File: config.mk
export PLATFORM = sky130hd
export DESIGN_NAME = slsc_top
export DESIGN_NICKNAME = d
export VERILOG_FILES = /design/src/slsc_pkg.sv /design/src/slsc_top.sv
export SDC_FILE = /design/constraint.sdc
export NUM_CORES = 1
export LEC_CHECK = 0
export BUFFER_PORTS_ARGS = -buffer_cell sky130_fd_sc_hd__buf_4
export CELL_PAD_IN_SITES_DETAIL_PLACEMENT = 1
export CELL_PAD_IN_SITES_GLOBAL_PLACEMENT = 1
export CORE_MARGIN = 2
export CORE_UTILIZATION = 36
export DETAILED_ROUTE_END_ITERATION = 6
export PLACE_DENSITY = 0.91
export SLEW_MARGIN = 5
export SYNTH_ARGS = -nofsm -noshare
export SYNTH_HDL_FRONTEND = slang
export SYNTH_SLANG_ARGS = --single-unit
File: constraint.sdc
create_clock -name mclk -period 2.3 [get_ports mclk]
set_input_delay 0.345 -clock mclk [delete_from_list [all_inputs] [get_ports mclk]]
set_output_delay 0.345 -clock mclk [all_outputs]
set_load 0.01 [all_outputs]
File: src/slsc_pkg.sv
package slsc_pkg;
  // Register indexes; byte address is four times the index
  localparam logic [9:0] IDX_LINK_STATUS = 10'h208;
  localparam logic [9:0] IDX_CHAN_ENABLE = 10'h209;
  localparam logic [9:0] IDX_SYNC_HEADER = 10'h20F;
  localparam logic [9:0] IDX_SYNC_REQUEST_THRESHOLD = 10'h210;
  localparam logic [9:0] IDX_LINK_CTRL = 10'h2F0;
  localparam logic [9:0] IDX_LINK_FORMAT = 10'h2F1;
  localparam logic [9:0] IDX_IRQ_STATUS = 10'h2F2;
  localparam logic [9:0] IDX_IRQ_MASK = 10'h2F3;

  // Link status field positions
  localparam int ST_LINK_UP = 6;
  localparam int ST_SYNC_LEVEL = 5;
  localparam int ST_REALIGNED = 4;
  localparam int ST_PHASE_SET = 3;
  localparam int ST_SER_LOCK = 2;
  localparam int ST_SAMP_LOCK = 0;

  // Channel enable field positions
  localparam int CH_ONE_CHANNEL = 2;
  localparam int CH_PAIR_TWO = 1;
  localparam int CH_PAIR_ONE = 0;

  // Link control field positions
  localparam int CTL_LINK_EN = 0;
  localparam int CTL_CAL_EN = 1;

  // Interrupt event positions
  localparam int IRQ_REALIGN = 0;
  localparam int IRQ_PHASE_SET = 1;
  localparam int IRQ_LINK_LOST = 2;
  localparam int IRQ_LOCK_LOST = 3;

  // Writable masks and reset values
  localparam logic [7:0] CHAN_WMASK = 8'h07;
  localparam logic [7:0] SHDR_WMASK = 8'h03;
  localparam logic [7:0] THR_WMASK = 8'h1F;
  localparam logic [7:0] CTRL_WMASK = 8'h03;
  localparam logic [7:0] IRQ_WMASK = 8'h0F;
  localparam logic [7:0] CHAN_RESET = 8'h03;
  localparam logic [7:0] SHDR_RESET = 8'h00;
  localparam logic [7:0] THR_RESET = 8'h03;
  localparam logic [7:0] CTRL_RESET = 8'h00;
  localparam logic [7:0] FORMAT_RESET = 8'h00;
  localparam logic [7:0] IRQ_RESET = 8'h00;

  // Sync word content codes
  localparam logic [1:0] SH_CRC12 = 2'h0;
  localparam logic [1:0] SH_FEC = 2'h2;
endpackage

File: src/slsc_top.sv
`timescale 1ns/1ps
`default_nettype none

// Behaviour
// - Bit 6 mirrors live link-up state
// - Bit 5 returns live sync request level
// - Bit 4 sticky on SYSREF realign, W1C
// - Bit 3 set by first SYSREF after enable
// - Bit 2 mirrors serializer PLL lock
// - Bit 0 mirrors sampling PLL lock; 7,1 reserved
// - Bit 2 selects single channel, B-D off
// - Bit 1 enables pair C/D, resets one
// - Bit 0 enables pair A/B, resets one
// - One pair off halves lanes and converters
// - Odd lane count halved adds tail bits
// - Pair one off moves C/D to A/B slots
// - Select picks CRC-12 or FEC sync word
// - Command fields in sync word always zero
module slsc_top (
  input wire logic mclk,
  input wire logic rst,
  input wire logic wbCycI,
  input wire logic wbStbI,
  input wire logic wbWeI,
  input wire logic [11:0] wbAdrI,
  input wire logic [3:0] wbSelI,
  input wire logic [31:0] wbDatI,
  output logic [31:0] wbDatO,
  output logic wbAckO,
  input wire logic linkUp,
  input wire logic syncReqN,
  input wire logic sysrefRealign,
  input wire logic sysrefEvent,
  input wire logic serializerPllLock,
  input wire logic samplingPllLock,
  output logic irq,
  output logic serialLinkEnable,
  output logic calEnable,
  output logic [3:0] channelEnable,
  output logic [3:0] activeLanes,
  output logic [3:0] activeConverters,
  output logic tailBitsEnable,
  output logic slotSwapCdToAb,
  output logic [4:0] syncThreshold,
  output logic syncWordCrc,
  output logic syncWordFec,
  output logic [1:0] syncWordCommand
);

  // ----------------------------------------
  // Register state
  // ----------------------------------------
  logic [7:0] chanEnable_reg;
  logic [7:0] syncHeader_reg;
  logic [7:0] syncThresh_reg;
  logic [7:0] linkCtrl_reg;
  logic [7:0] linkFormat_reg;
  logic [7:0] irqStatus_reg;
  logic [7:0] irqMask_reg;
  logic realigned_reg;
  logic phaseSet_reg;
  logic phaseArmed_reg;
  logic linkEnPrev_reg;
  logic linkUpPrev_reg;
  logic lockPrev_reg;
  logic [7:0] statusLive;
  logic [7:0] readByte;
  logic [9:0] regIndex;
  logic access;
  logic wrStrobe;
  logic [7:0] wrByte;
  logic phaseSetEvent;
  logic linkLost;
  logic lockLost;
  logic [7:0] irqEvents;
  logic pairOff;

  assign regIndex = wbAdrI[11:2];
  // Single-cycle wait state: request taken on the edge that raises ack
  assign access = wbCycI && wbStbI && !wbAckO;
  assign wrStrobe = access && wbWeI && wbSelI[0];
  assign wrByte = wbDatI[7:0];

  // ----------------------------------------
  // Wishbone slave
  // ----------------------------------------
  always_ff @(posedge mclk) begin
    if (rst) begin
      wbAckO <= 1'b0;
    end else begin
      wbAckO <= access;
    end
  end

  always_comb begin
    statusLive = 8'h00;
    statusLive[slsc_pkg::ST_LINK_UP] = linkUp;
    statusLive[slsc_pkg::ST_SYNC_LEVEL] = syncReqN;
    statusLive[slsc_pkg::ST_REALIGNED] = realigned_reg;
    statusLive[slsc_pkg::ST_PHASE_SET] = phaseSet_reg;
    statusLive[slsc_pkg::ST_SER_LOCK] = serializerPllLock;
    statusLive[slsc_pkg::ST_SAMP_LOCK] = samplingPllLock;
  end

  always_comb begin
    case (regIndex)
      slsc_pkg::IDX_LINK_STATUS: readByte = statusLive;
      slsc_pkg::IDX_CHAN_ENABLE: readByte = chanEnable_reg;
      slsc_pkg::IDX_SYNC_HEADER: readByte = syncHeader_reg;
      slsc_pkg::IDX_SYNC_REQUEST_THRESHOLD: readByte = syncThresh_reg;
      slsc_pkg::IDX_LINK_CTRL: readByte = linkCtrl_reg;
      slsc_pkg::IDX_LINK_FORMAT: readByte = linkFormat_reg;
      slsc_pkg::IDX_IRQ_STATUS: readByte = irqStatus_reg;
      slsc_pkg::IDX_IRQ_MASK: readByte = irqMask_reg;
      default: readByte = 8'h00;
    endcase
  end

  always_ff @(posedge mclk) begin
    if (rst) begin
      wbDatO <= 32'h00000000;
    end else if (access && !wbWeI) begin
      wbDatO <= {24'h000000, readByte};
    end
  end

  // ----------------------------------------
  // Configuration registers
  // ----------------------------------------
  // Reserved bits masked off so they always read zero
  always_ff @(posedge mclk) begin
    if (rst) begin
      chanEnable_reg <= slsc_pkg::CHAN_RESET;
    end else if (wrStrobe && regIndex == slsc_pkg::IDX_CHAN_ENABLE) begin
      chanEnable_reg <= wrByte & slsc_pkg::CHAN_WMASK;
    end
  end

  always_ff @(posedge mclk) begin
    if (rst) begin
      syncHeader_reg <= slsc_pkg::SHDR_RESET;
    end else if (wrStrobe && regIndex == slsc_pkg::IDX_SYNC_HEADER) begin
      syncHeader_reg <= wrByte & slsc_pkg::SHDR_WMASK;
    end
  end

  always_ff @(posedge mclk) begin
    if (rst) begin
      syncThresh_reg <= slsc_pkg::THR_RESET;
    end else if (wrStrobe && regIndex == slsc_pkg::IDX_SYNC_REQUEST_THRESHOLD) begin
      syncThresh_reg <= wrByte & slsc_pkg::THR_WMASK;
    end
  end

  always_ff @(posedge mclk) begin
    if (rst) begin
      linkCtrl_reg <= slsc_pkg::CTRL_RESET;
    end else if (wrStrobe && regIndex == slsc_pkg::IDX_LINK_CTRL) begin
      linkCtrl_reg <= wrByte & slsc_pkg::CTRL_WMASK;
    end
  end

  always_ff @(posedge mclk) begin
    if (rst) begin
      linkFormat_reg <= slsc_pkg::FORMAT_RESET;
    end else if (wrStrobe && regIndex == slsc_pkg::IDX_LINK_FORMAT) begin
      linkFormat_reg <= wrByte;
    end
  end

  always_ff @(posedge mclk) begin
    if (rst) begin
      irqMask_reg <= slsc_pkg::IRQ_RESET;
    end else if (wrStrobe && regIndex == slsc_pkg::IDX_IRQ_MASK) begin
      irqMask_reg <= wrByte & slsc_pkg::IRQ_WMASK;
    end
  end

  // ----------------------------------------
  // Sticky alignment flags
  // ----------------------------------------
  // Arming on the enable edge so only the first SYSREF counts
  always_ff @(posedge mclk) begin
    if (rst) begin
      linkEnPrev_reg <= 1'b0;
      phaseArmed_reg <= 1'b0;
    end else begin
      linkEnPrev_reg <= linkCtrl_reg[slsc_pkg::CTL_LINK_EN];
      if (!linkCtrl_reg[slsc_pkg::CTL_LINK_EN]) begin
        phaseArmed_reg <= 1'b0;
      end else if (!linkEnPrev_reg) begin
        phaseArmed_reg <= 1'b1;
      end else if (sysrefEvent) begin
        phaseArmed_reg <= 1'b0;
      end
    end
  end

  assign phaseSetEvent = phaseArmed_reg && sysrefEvent;

  // Set beats a same-cycle write-one clear
  always_ff @(posedge mclk) begin
    if (rst) begin
      realigned_reg <= 1'b0;
      phaseSet_reg <= 1'b0;
    end else begin
      if (sysrefRealign) begin
        realigned_reg <= 1'b1;
      end else if (wrStrobe && regIndex == slsc_pkg::IDX_LINK_STATUS
                   && wrByte[slsc_pkg::ST_REALIGNED]) begin
        realigned_reg <= 1'b0;
      end
      if (phaseSetEvent) begin
        phaseSet_reg <= 1'b1;
      end else if (wrStrobe && regIndex == slsc_pkg::IDX_LINK_STATUS
                   && wrByte[slsc_pkg::ST_PHASE_SET]) begin
        phaseSet_reg <= 1'b0;
      end
    end
  end
  // other status bits have no storage, writes ignored

  // ----------------------------------------
  // Interrupts
  // ----------------------------------------
  always_ff @(posedge mclk) begin
    if (rst) begin
      linkUpPrev_reg <= 1'b0;
      lockPrev_reg <= 1'b0;
    end else begin
      linkUpPrev_reg <= linkUp;
      lockPrev_reg <= serializerPllLock && samplingPllLock;
    end
  end

  assign linkLost = linkUpPrev_reg && !linkUp;
  assign lockLost = lockPrev_reg && !(serializerPllLock && samplingPllLock);

  always_comb begin
    irqEvents = 8'h00;
    irqEvents[slsc_pkg::IRQ_REALIGN] = sysrefRealign;
    irqEvents[slsc_pkg::IRQ_PHASE_SET] = phaseSetEvent;
    irqEvents[slsc_pkg::IRQ_LINK_LOST] = linkLost;
    irqEvents[slsc_pkg::IRQ_LOCK_LOST] = lockLost;
  end

  always_ff @(posedge mclk) begin
    if (rst) begin
      irqStatus_reg <= slsc_pkg::IRQ_RESET;
    end else if (wrStrobe && regIndex == slsc_pkg::IDX_IRQ_STATUS) begin
      irqStatus_reg <= (irqStatus_reg & ~wrByte) | irqEvents;
    end else begin
      irqStatus_reg <= irqStatus_reg | irqEvents;
    end
  end

  always_ff @(posedge mclk) begin
    if (rst) begin
      irq <= 1'b0;
    end else begin
      irq <= |(irqStatus_reg & irqMask_reg);
    end
  end

  // ----------------------------------------
  // Channel and lane configuration outputs
  // ----------------------------------------
  // Both pairs off is undefined; treated here as pair-off halving
  assign pairOff = !chanEnable_reg[slsc_pkg::CH_PAIR_ONE]
                || !chanEnable_reg[slsc_pkg::CH_PAIR_TWO]
                || chanEnable_reg[slsc_pkg::CH_ONE_CHANNEL];

  always_ff @(posedge mclk) begin
    if (rst) begin
      serialLinkEnable <= 1'b0;
      calEnable <= 1'b0;
      channelEnable <= 4'h0;
      slotSwapCdToAb <= 1'b0;
    end else begin
      serialLinkEnable <= linkCtrl_reg[slsc_pkg::CTL_LINK_EN];
      calEnable <= linkCtrl_reg[slsc_pkg::CTL_CAL_EN];
      channelEnable[0] <= chanEnable_reg[slsc_pkg::CH_PAIR_ONE];
      channelEnable[1] <= chanEnable_reg[slsc_pkg::CH_PAIR_ONE]
                          && !chanEnable_reg[slsc_pkg::CH_ONE_CHANNEL];
      channelEnable[2] <= chanEnable_reg[slsc_pkg::CH_PAIR_TWO]
                          && !chanEnable_reg[slsc_pkg::CH_ONE_CHANNEL];
      channelEnable[3] <= chanEnable_reg[slsc_pkg::CH_PAIR_TWO]
                          && !chanEnable_reg[slsc_pkg::CH_ONE_CHANNEL];
      slotSwapCdToAb <= !chanEnable_reg[slsc_pkg::CH_PAIR_ONE];
    end
  end

  always_ff @(posedge mclk) begin
    if (rst) begin
      activeLanes <= 4'h0;
      activeConverters <= 4'h0;
      tailBitsEnable <= 1'b0;
    end else if (pairOff) begin
      activeLanes <= 4'((5'(linkFormat_reg[3:0]) + 5'h01) >> 1);
      activeConverters <= {1'b0, linkFormat_reg[7:5]};
      tailBitsEnable <= linkFormat_reg[0];
    end else begin
      activeLanes <= linkFormat_reg[3:0];
      activeConverters <= linkFormat_reg[7:4];
      tailBitsEnable <= 1'b0;
    end
  end

  // ----------------------------------------
  // Sync word and SYNC threshold outputs
  // ----------------------------------------
  // Reserved select codes send neither CRC-12 nor FEC
  always_ff @(posedge mclk) begin
    if (rst) begin
      syncWordCrc <= 1'b0;
      syncWordFec <= 1'b0;
      syncWordCommand <= 2'h0;
      syncThreshold <= 5'h00;
    end else begin
      syncWordCrc <= syncHeader_reg[1:0] == slsc_pkg::SH_CRC12;
      syncWordFec <= syncHeader_reg[1:0] == slsc_pkg::SH_FEC;
      syncWordCommand <= 2'h0;
      syncThreshold <= syncThresh_reg[4:0];
    end
  end

endmodule // slsc_top

`default_nettype wire

* After elaboration in Yosys (flattened, before gate mapping)
Index checks and enable logic that the tools add are counted.
W data, S select, Z words.
** Operators by class
- $add $sub $neg :: 1
- Eq/ne operators :: 10
- Reductions and logical operators :: 37
- Muxes and demuxes :: 10
- Bitwise operators :: 7
** Operators with widths (number)
- $eq A10 B10 Y1 const B :: 8
- $pmux W8 S8 :: 1
- $logic_and A1 B1 Y1 :: 21
- $or A8 B4 Y8 :: 2
- $and A8 B4 Y8 :: 1
- $and A8 B8 Y8 :: 1
- $mux W8 :: 1
- $not A8 Y8 :: 1
- $reduce_or A8 Y1 :: 1
- $logic_not A1 Y1 :: 7
- $mux W1 :: 6
- $reduce_or A2 Y1 :: 3
- $add A4 B1 Y5 const B :: 1
- $mux W4 :: 1
- $reduce_bool A2 Y1 :: 2
- $mux W3 :: 1
- $eq A2 B2 Y1 const B :: 1
- $logic_not A2 Y1 :: 1
- $logic_or A1 B1 Y1 :: 2
- $ne A2 B2 Y1 const B :: 1
- $not A1 Y1 :: 2
** Word-level totals
- Input bits :: 59
- Register bits after elaboration :: 69

* Depth between registers and ports, before layout
Gate-level depths: netlist of the first run.
- Depth after elaboration :: 8
- Mapped depth :: 7
- Mapped depth without buffers :: 5

* Worst setup path before layout of the first run
Ideal clock, no wire load.
- Path type :: in2reg
- From :: input wbAdrI[4]
- To :: register syncThresh_reg[1]
- Path slack :: 0.567 ns
- Stages :: 5
- Library setup time :: 0.120 ns
- Arrival time :: 1.613 ns
- Cell sequence :: or3b_1 buf_2 nor3_4 nand2_2 a211o_1
** On the way
- Cells in the longest elaborated chain, start to end :: 2
** RTL lines
- start, declared :: line slsc_top.sv:25 : input wire logic [11:0] wbAdrI,
- $eq A10 B10 Y1 :: line slsc_top.sv:150 : end else if (wrStrobe && regIndex == slsc_pkg::IDX_SYNC_REQUEST_THRESHOLD) begin
- $logic_and A1 B1 Y1 :: line slsc_top.sv:150
- end signal, assigned :: line slsc_top.sv:149 : syncThresh_reg <= slsc_pkg::THR_RESET;
- end signal, assigned :: line slsc_top.sv:151 : syncThresh_reg <= wrByte & slsc_pkg::THR_WMASK;
- end, declared :: line slsc_top.sv:55 : logic [7:0] syncThresh_reg;
Every way passes these cells.
A chain may end at the register's enable or synchronous reset.

* Worst setup path after layout of the first run
- From :: input wbAdrI[4]
- To :: register linkFormat_reg[2]
** On the way
- Cells in the longest elaborated chain, start to end :: 2
** RTL lines
- $eq A10 B10 Y1 :: line slsc_top.sv:166 : end else if (wrStrobe && regIndex == slsc_pkg::IDX_LINK_FORMAT) begin
- $logic_and A1 B1 Y1 :: line slsc_top.sv:166
- end signal, assigned :: line slsc_top.sv:165 : linkFormat_reg <= slsc_pkg::FORMAT_RESET;
- end signal, assigned :: line slsc_top.sv:167 : linkFormat_reg <= wrByte;
- end, declared :: line slsc_top.sv:57 : logic [7:0] linkFormat_reg;
Every way passes these cells.

==> impl_metrics.json, run 1 <==
{
  "cts.repair.resized": 0,
  "seq_area_um2": 1380,
  "p_leak_uw": 0.00159,
  "finalCriticalPeriod_ns": 1.78,
  "ys_ff_latch": 69,
  "place_ws_ns": 0.168,
  "ys_types": 55,
  "crit_arrival_ns": 2.00,
  "outcome": "completed",
  "use_met1": 0.216,
  "r2r-start": "wbAckO",
  "io_buffers": 62,
  "insertion_delay_ns": 0.37,
  "grt_max_degree": 62,
  "grt_pass1_wl_mm": 14.0,
  "dieArea_um2": 9410,
  "async_flop_share": 0,
  "finClkSkew_ns": 0.0145,
  "synth_cells": 339,
  "finalCritPeriodShare": 0.776,
  "cts_hold_buffers": 0,
  "drt-wirelength-per-cell_um": 17.0,
  "critical_path_class": "in -> reg",
  "dr.pass1.iters": 4,
  "grt-ovfl-total": 0,
  "place_congestion": 0.843,
  "place_hpwl_mm": 6.23,
  "dp.cells": 494,
  "yosysTopAreaCell": "dfxtp_1",
  "ys_seq_area_frac": 0.443,
  "drv_cap": 0,
  "yosys_warnings": 0,
  "cts.sinks": 69,
  "final_cell_mix": "dfxtp_1, buf_4, nand2_1",
  "ctsHtreeMaxLevel": 3,
  "cts_tree": "yes",
  "first_global_vias": 2742,
  "min_path_type": "in -> reg",
  "cts-root-buf": "clkbuf_8",
  "viasPerCell": 5.22,
  "cp-end-kind": "register",
  "grt_usage": 0.185,
  "use_met3": 0.0448,
  "tightestPinTransition_ns": 0.626,
  "path_depth": 6,
  "synth_edf_count": 0,
  "power_density_nw_per_um2": 655,
  "netlist_area_um2": 3120,
  "grt_antenna_before_repair": 0,
  "slew_headroom": 0.582,
  "multiInputGateArea_um2": 1540,
  "syn_avg_cell_area_um2": 9.19,
  "grt-busiest-layer": "met2",
  "synth_top_area_share": 0.443,
  "fmax_ghz": 0.560,
  "crit_path_start_kind": "input pin",
  "rows": 33,
  "postCtsSetupBuffers": 0,
  "rsz0062_at_grt": "false",
  "antenna_left": 0,
  "vdd.ir_drop.worst_v": 0.000225,
  "synth_top_flop_cell": "dfxtp_1",
  "fin_ws_ns": 0.515,
  "fp.dieW_um": 97.0,
  "initial_core_util": 0.375,
  "area_growth_pct": 22.4,
  "cpPeakStageDelay_ns": 0.54,
  "whs_endpoint": "irqStatus_reg[6]",
  "holdPathStages": 2,
  "drive_gt1_frac": 0.259,
  "diodes": 0,
  "tns_ns": 0,
  "critPathRequiredTime_ns": 2.51,
  "final_nets": 460,
  "top_level_ports": 118,
  "cts_made_buffers": 9,
  "cpMostUsedCell": "nand2_1",
  "die_y_um": 97.0,
  "r2r_slack_ns": 0.55,
  "hp-start": "wbDatI[6]",
  "use_met2": 0.327,
  "instances_no_fill": 510,
  "vias": 2662,
  "finalSetupViolCount": 0,
  "crit_fanout": 8,
  "drv_slew": 0,
  "final_util": 0.460,
  "hold_viol": 0,
  "core_um2": 8300,
  "crit_buf_inv": 1,
  "critical-path-top-delay-family": "simple AND/OR/NAND/NOR gates",
  "synth_area_leaders": "dfxtp_1, buf_4, a21oi_1, nand2_1, nand3_1",
  "drcViolationCount": 0,
  "rr_worst_depth": 5,
  "slowest_stage": "or3b_1",
  "clk_pin_slew_worst_paths_ns": 0.08,
  "final_common_cell": "dfxtp_1",
  "clock_path_buffers": 2,
  "fill_cells": 976,
  "r2r-end": "wbDatO[0]",
  "drtIter0Drc": 203,
  "drt-total-wl_mm": 8.65,
  "crit_chain": "buf_4 > or3b_1 > nor3_2 > nand2_1 > nand2_1 > a21oi_1"
}
layer usage:
layer	part of all wire	up-vias
met5	0	-
met4	0.016	0
met3	0.064	13
met2	0.51	94
met1	0.41	1296
li1	-	1259
final cells by class:
cell class | instances | share of cell area
Clock buffer | 10 | 0.0361
Clock inverter | 6 | 0.0226
Inverter | 2 | 0.00197
Multi-Input combinational cell | 249 | 0.404
Sequential cell | 69 | 0.362
Tap cell | 105 | 0.0344
Timing Repair Buffer | 69 | 0.139
how the worst max path moves through the flow:
stage	start	endpoint	slack, ns
2_1_floorplan	wbAdrI[4]	syncThresh_reg[1]	0.57
4_1_cts	wbAdrI[4]	linkFormat_reg[2]	0.51
3_5_place_dp	wbAdrI[4]	linkFormat_reg[4]	0.17
5_1_grt	wbAdrI[4]	linkFormat_reg[5]	0.42
3_3_place_gp	wbAdrI[4]	linkFormat_reg[7]	0.26
6_report	wbAdrI[4]	linkFormat_reg[2]	0.52
power by group:
| part | internal (µW) | total, µW | switching (µW) | leakage, µW |
|---|---|---|---|---|
| Sequential | 1210 | 1210 | 6.34 | 0.000559 |
| Clock | 637 | 1120 | 478 | 0.000112 |
| Combinational | 64.2 | 171 | 107 | 0.000915 |
| Total | 1910 | 2500 | 591 | 0.00159 |
metrics by stage:
stage | power, µW | hold slack (ns) | cell area [µm²]
final | 2500 | 0.155 | 3810
after global routing | 2580 | 0.156 | 3810
after detailed placement | 1410 | 0.448 | 3590
after CTS | 2510 | 0.156 | 3810
after global placement | 1400 | 0.433 | 3590
after floorplan | 1360 | 0.426 | 3210
synthesized netlist by cell type, drive strengths merged (2+ instances only):
| library cell | instances |
|---|---|
| nor2b | 14 |
| nand3 | 28 |
| or3b | 2 |
| a32oi | 2 |
| nor2 | 22 |
| and3 | 2 |
| clkbuf | 9 |
| dfxtp | 69 |
| and2 | 2 |
| nor3 | 8 |
| inv | 2 |
| or3 | 2 |
| a211o | 2 |
| nand2b | 11 |
| mux2i | 9 |
| a211oi | 3 |
| nor3b | 2 |
| nor4 | 3 |
| a22oi | 8 |
| mux2 | 3 |
| a21oi | 29 |
| o21ai | 5 |
| nand2 | 39 |
| a22o | 8 |
| buf | 35 |
| nand3b | 2 |
cell families after synthesis:
group / after synthesis / synth area share
xor+xnor: 1 / 0.00281
flops: 69 / 0.443
mux: 13 / 0.0470
buf+inv: 46 / 0.0928
simple gates: 143 / 0.262
other cells: 1 / 0.00120
compound gates: 65 / 0.147
fa+ha+maj: 1 / 0.00402
Note: power is estimated with default switching activity, not from simulation.
==> inputs of run 2 (changes only) <==
Settings changed: ABC_AREA from default to 1, CORE_UTILIZATION 36 to 34, PLACE_DENSITY 0.91 to 0.9.
Clock period 2.3 ns to 1.75 ns, I/O delays scaled along.
==> run 2 against run 1 <==
Effect of this change:
- flip-flop and latch count stayed put
- synthesized cell count is 18% higher
- sequential power is 31% higher
- routed wire length is 2.7% higher
- sequential share of layout area hardly changed
==> impl_metrics.json, run 2 <==
{
  "place_hpwl_mm": 6.81,
  "rsz0062_at_grt": "false",
  "drv_cap": 0,
  "fin_ws_ns": 0.309,
  "drcViolationCount": 0,
  "critical-path-top-delay-family": "simple AND/OR/NAND/NOR gates",
  "cts_tree": "yes",
  "yosys_warnings": 0,
  "synth_top_flop_cell": "dfxtp_1",
  "finalSetupViolCount": 0,
  "finalCriticalPeriod_ns": 1.44,
  "hold_ws_ns": 0.101,
  "drt-wirelength-per-cell_um": 15.2,
  "outcome": "completed",
  "cts_hold_buffers": 0,
  "fmax_ghz": 0.694,
  "final_cell_mix": "dfxtp_1, buf_4, nand2_1",
  "final_util": 0.435,
  "ys_seq_area_frac": 0.448,
  "grt-ovfl-total": 0,
  "finalCritPeriodShare": 0.823,
  "hp-start": "wbDatI[7]",
  "vias": 2865,
  "crit_path_start_kind": "register",
  "fill_cells": 1136,
  "synth-xor-area-share": 0.00284,
  "vdd.ir_drop.worst_v": 0.000379,
  "viasPerCell": 4.91,
  "area_growth_pct": 23.7,
  "finClkSkew_ns": 0.0142,
  "core_um2": 8760,
  "netlist_area_um2": 3080,
  "place_congestion": 0.919,
  "diodes": 0,
  "r2r-end": "chanEnable_reg[2]",
  "synth_cells": 401,
  "cp-end-kind": "register",
  "grt_pass1_wl_mm": 14.3,
  "synth-simple-area-share": 0.250,
  "drv_slew": 0,
  "cts.repair.resized": 0,
  "rows": 34,
  "ctsHtreeMaxLevel": 3,
  "syn_avg_cell_area_um2": 7.68,
  "cts-root-buf": "clkbuf_8",
  "crit_fanout": 7,
  "clock_path_buffers": 2,
  "io_buffers": 62,
  "fp.dieW_um": 99.2,
  "cts_made_buffers": 9,
  "r2r_slack_ns": 0.31,
  "grt_antenna_before_repair": 0,
  "synth_compound_gate_area_share": 0.149,
  "hold_viol": 0,
  "synth_top_area_share": 0.448,
  "p_leak_uw": 0.00172,
  "antenna_left": 0,
  "crit_buf_inv": 1,
  "top_level_ports": 118,
  "dr.pass1.iters": 4,
  "crit_arrival_ns": 1.68,
  "yosysTopAreaCell": "dfxtp_1",
  "place_ws_ns": 0.155,
  "synth_edf_count": 0,
  "power_density_nw_per_um2": 877,
  "min_path_type": "in -> reg",
  "synthAdderAreaFrac": 0.00406,
  "first_global_vias": 2834,
  "drive_gt1_frac": 0.231,
  "final_nets": 531,
  "grt_usage": 0.185,
  "initial_core_util": 0.352,
  "cts.sinks": 69,
  "instances_no_fill": 584,
  "slowest_stage": "dfxtp_1",
  "insertion_delay_ns": 0.35,
  "tns_ns": 0,
  "async_flop_share": 0,
  "synth_most_common_cell": "dfxtp_1",
  "synthMuxAreaShare": 0,
  "grt_max_degree": 23,
  "synth_area_leaders": "dfxtp_1, nand2_1, buf_4, inv_1, a21oi_1",
  "path_depth": 6,
  "holdPathStages": 2,
  "dieArea_um2": 9840,
  "ys_ff_latch": 69,
  "die_y_um": 99.2,
  "synth_top_family_by_area": "simple AND/OR/NAND/NOR gates",
  "drt-total-wl_mm": 8.88,
  "clk_pin_slew_worst_paths_ns": 0.08,
  "cpPeakStageDelay_ns": 0.33,
  "critical_path_class": "reg -> reg",
  "rr_worst_depth": 6,
  "dp.cells": 568,
  "drtIter0Drc": 113,
  "critPathRequiredTime_ns": 1.99,
  "ys_types": 34,
  "netlist_top_cells_count": "dfxtp_1, nand2_1, inv_1",
  "whs_endpoint": "irqStatus_reg[7]",
  "r2r-start": "wbAckO",
  "postCtsSetupBuffers": 0,
  "crit_chain": "nor2_1 > nand4_2 > inv_2 > nand3_1 > o21ai_0 > a21oi_1"
}
==> run 2: worst register-to-register path: stages, from the launching register on <==
cell and delay (ns):
dfxtp_1 0.33, nor2_1 0.17, nand4_2 0.13, inv_2 0.22, nand3_1 0.23, o21ai_0 0.22, a21oi_1 0.05
==> run 2: layer usage <==
metal  vias up  share of wire  track usage  wire length (µm)
met4         0          0.015       0.0622               130
li1       1398              -            -                 -
met1      1361           0.43        0.227              3830
met2        91           0.50        0.325              4450
met5         -              0            0                 0
met3        15          0.052       0.0379               466
==> run 2: how the worst max path moves through the flow <==
stage	slack [ns]	endpoint	start
after detailed placement	0.15	syncHeader_reg[1]	wbAdrI[8]
after CTS	0.32	chanEnable_reg[2]	wbAckO
after global routing	0.16	chanEnable_reg[2]	wbAckO
after floorplan	0.45	wbDatO[4]	wbAckO
after global placement	0.26	wbDatO[0]	wbAdrI[4]
final	0.31	chanEnable_reg[2]	wbAckO
==> run 2: cells by family after synthesis <==
logic type,after synthesis
xor gates and xnor gates,1
AOI/OAI and AO/OA,82
DFF,69
other,1
buffers and inverters,87
adders and majority gates,1
and+or+nand+nor,160
==> run 2: where the power goes <==
part / leakage [µW] / total (µW) / switching (µW) / internal [µW]
clock network: 0.000113 / 1510 / 658 / 851
logic: 0.00105 / 242 / 157 / 84.4
registers: 0.000559 / 1590 / 7.86 / 1580
==> run 2: layout make-up <==
type | count | area, µm² | share of cell area
Timing Repair Buffer | 69 | 518 | 0.136
Clock buffer | 10 | 138 | 0.0361
Inverter | 52 | 195 | 0.0512
Tap cell | 108 | 135 | 0.0355
Multi-Input combinational cell | 270 | 1350 | 0.354
Clock inverter | 6 | 93.8 | 0.0246
Sequential cell | 69 | 1380 | 0.362
==> run 2: stage by stage <==
| stage | total power, µW | area [µm²] |
|---|---|---|
| finish | 3340 | 3810 |
| global route | 3460 | 3810 |
| CTS | 3370 | 3810 |
| detailed placement | 1870 | 3580 |
| global placement | 1860 | 3580 |
| floorplan | 1790 | 3170 |
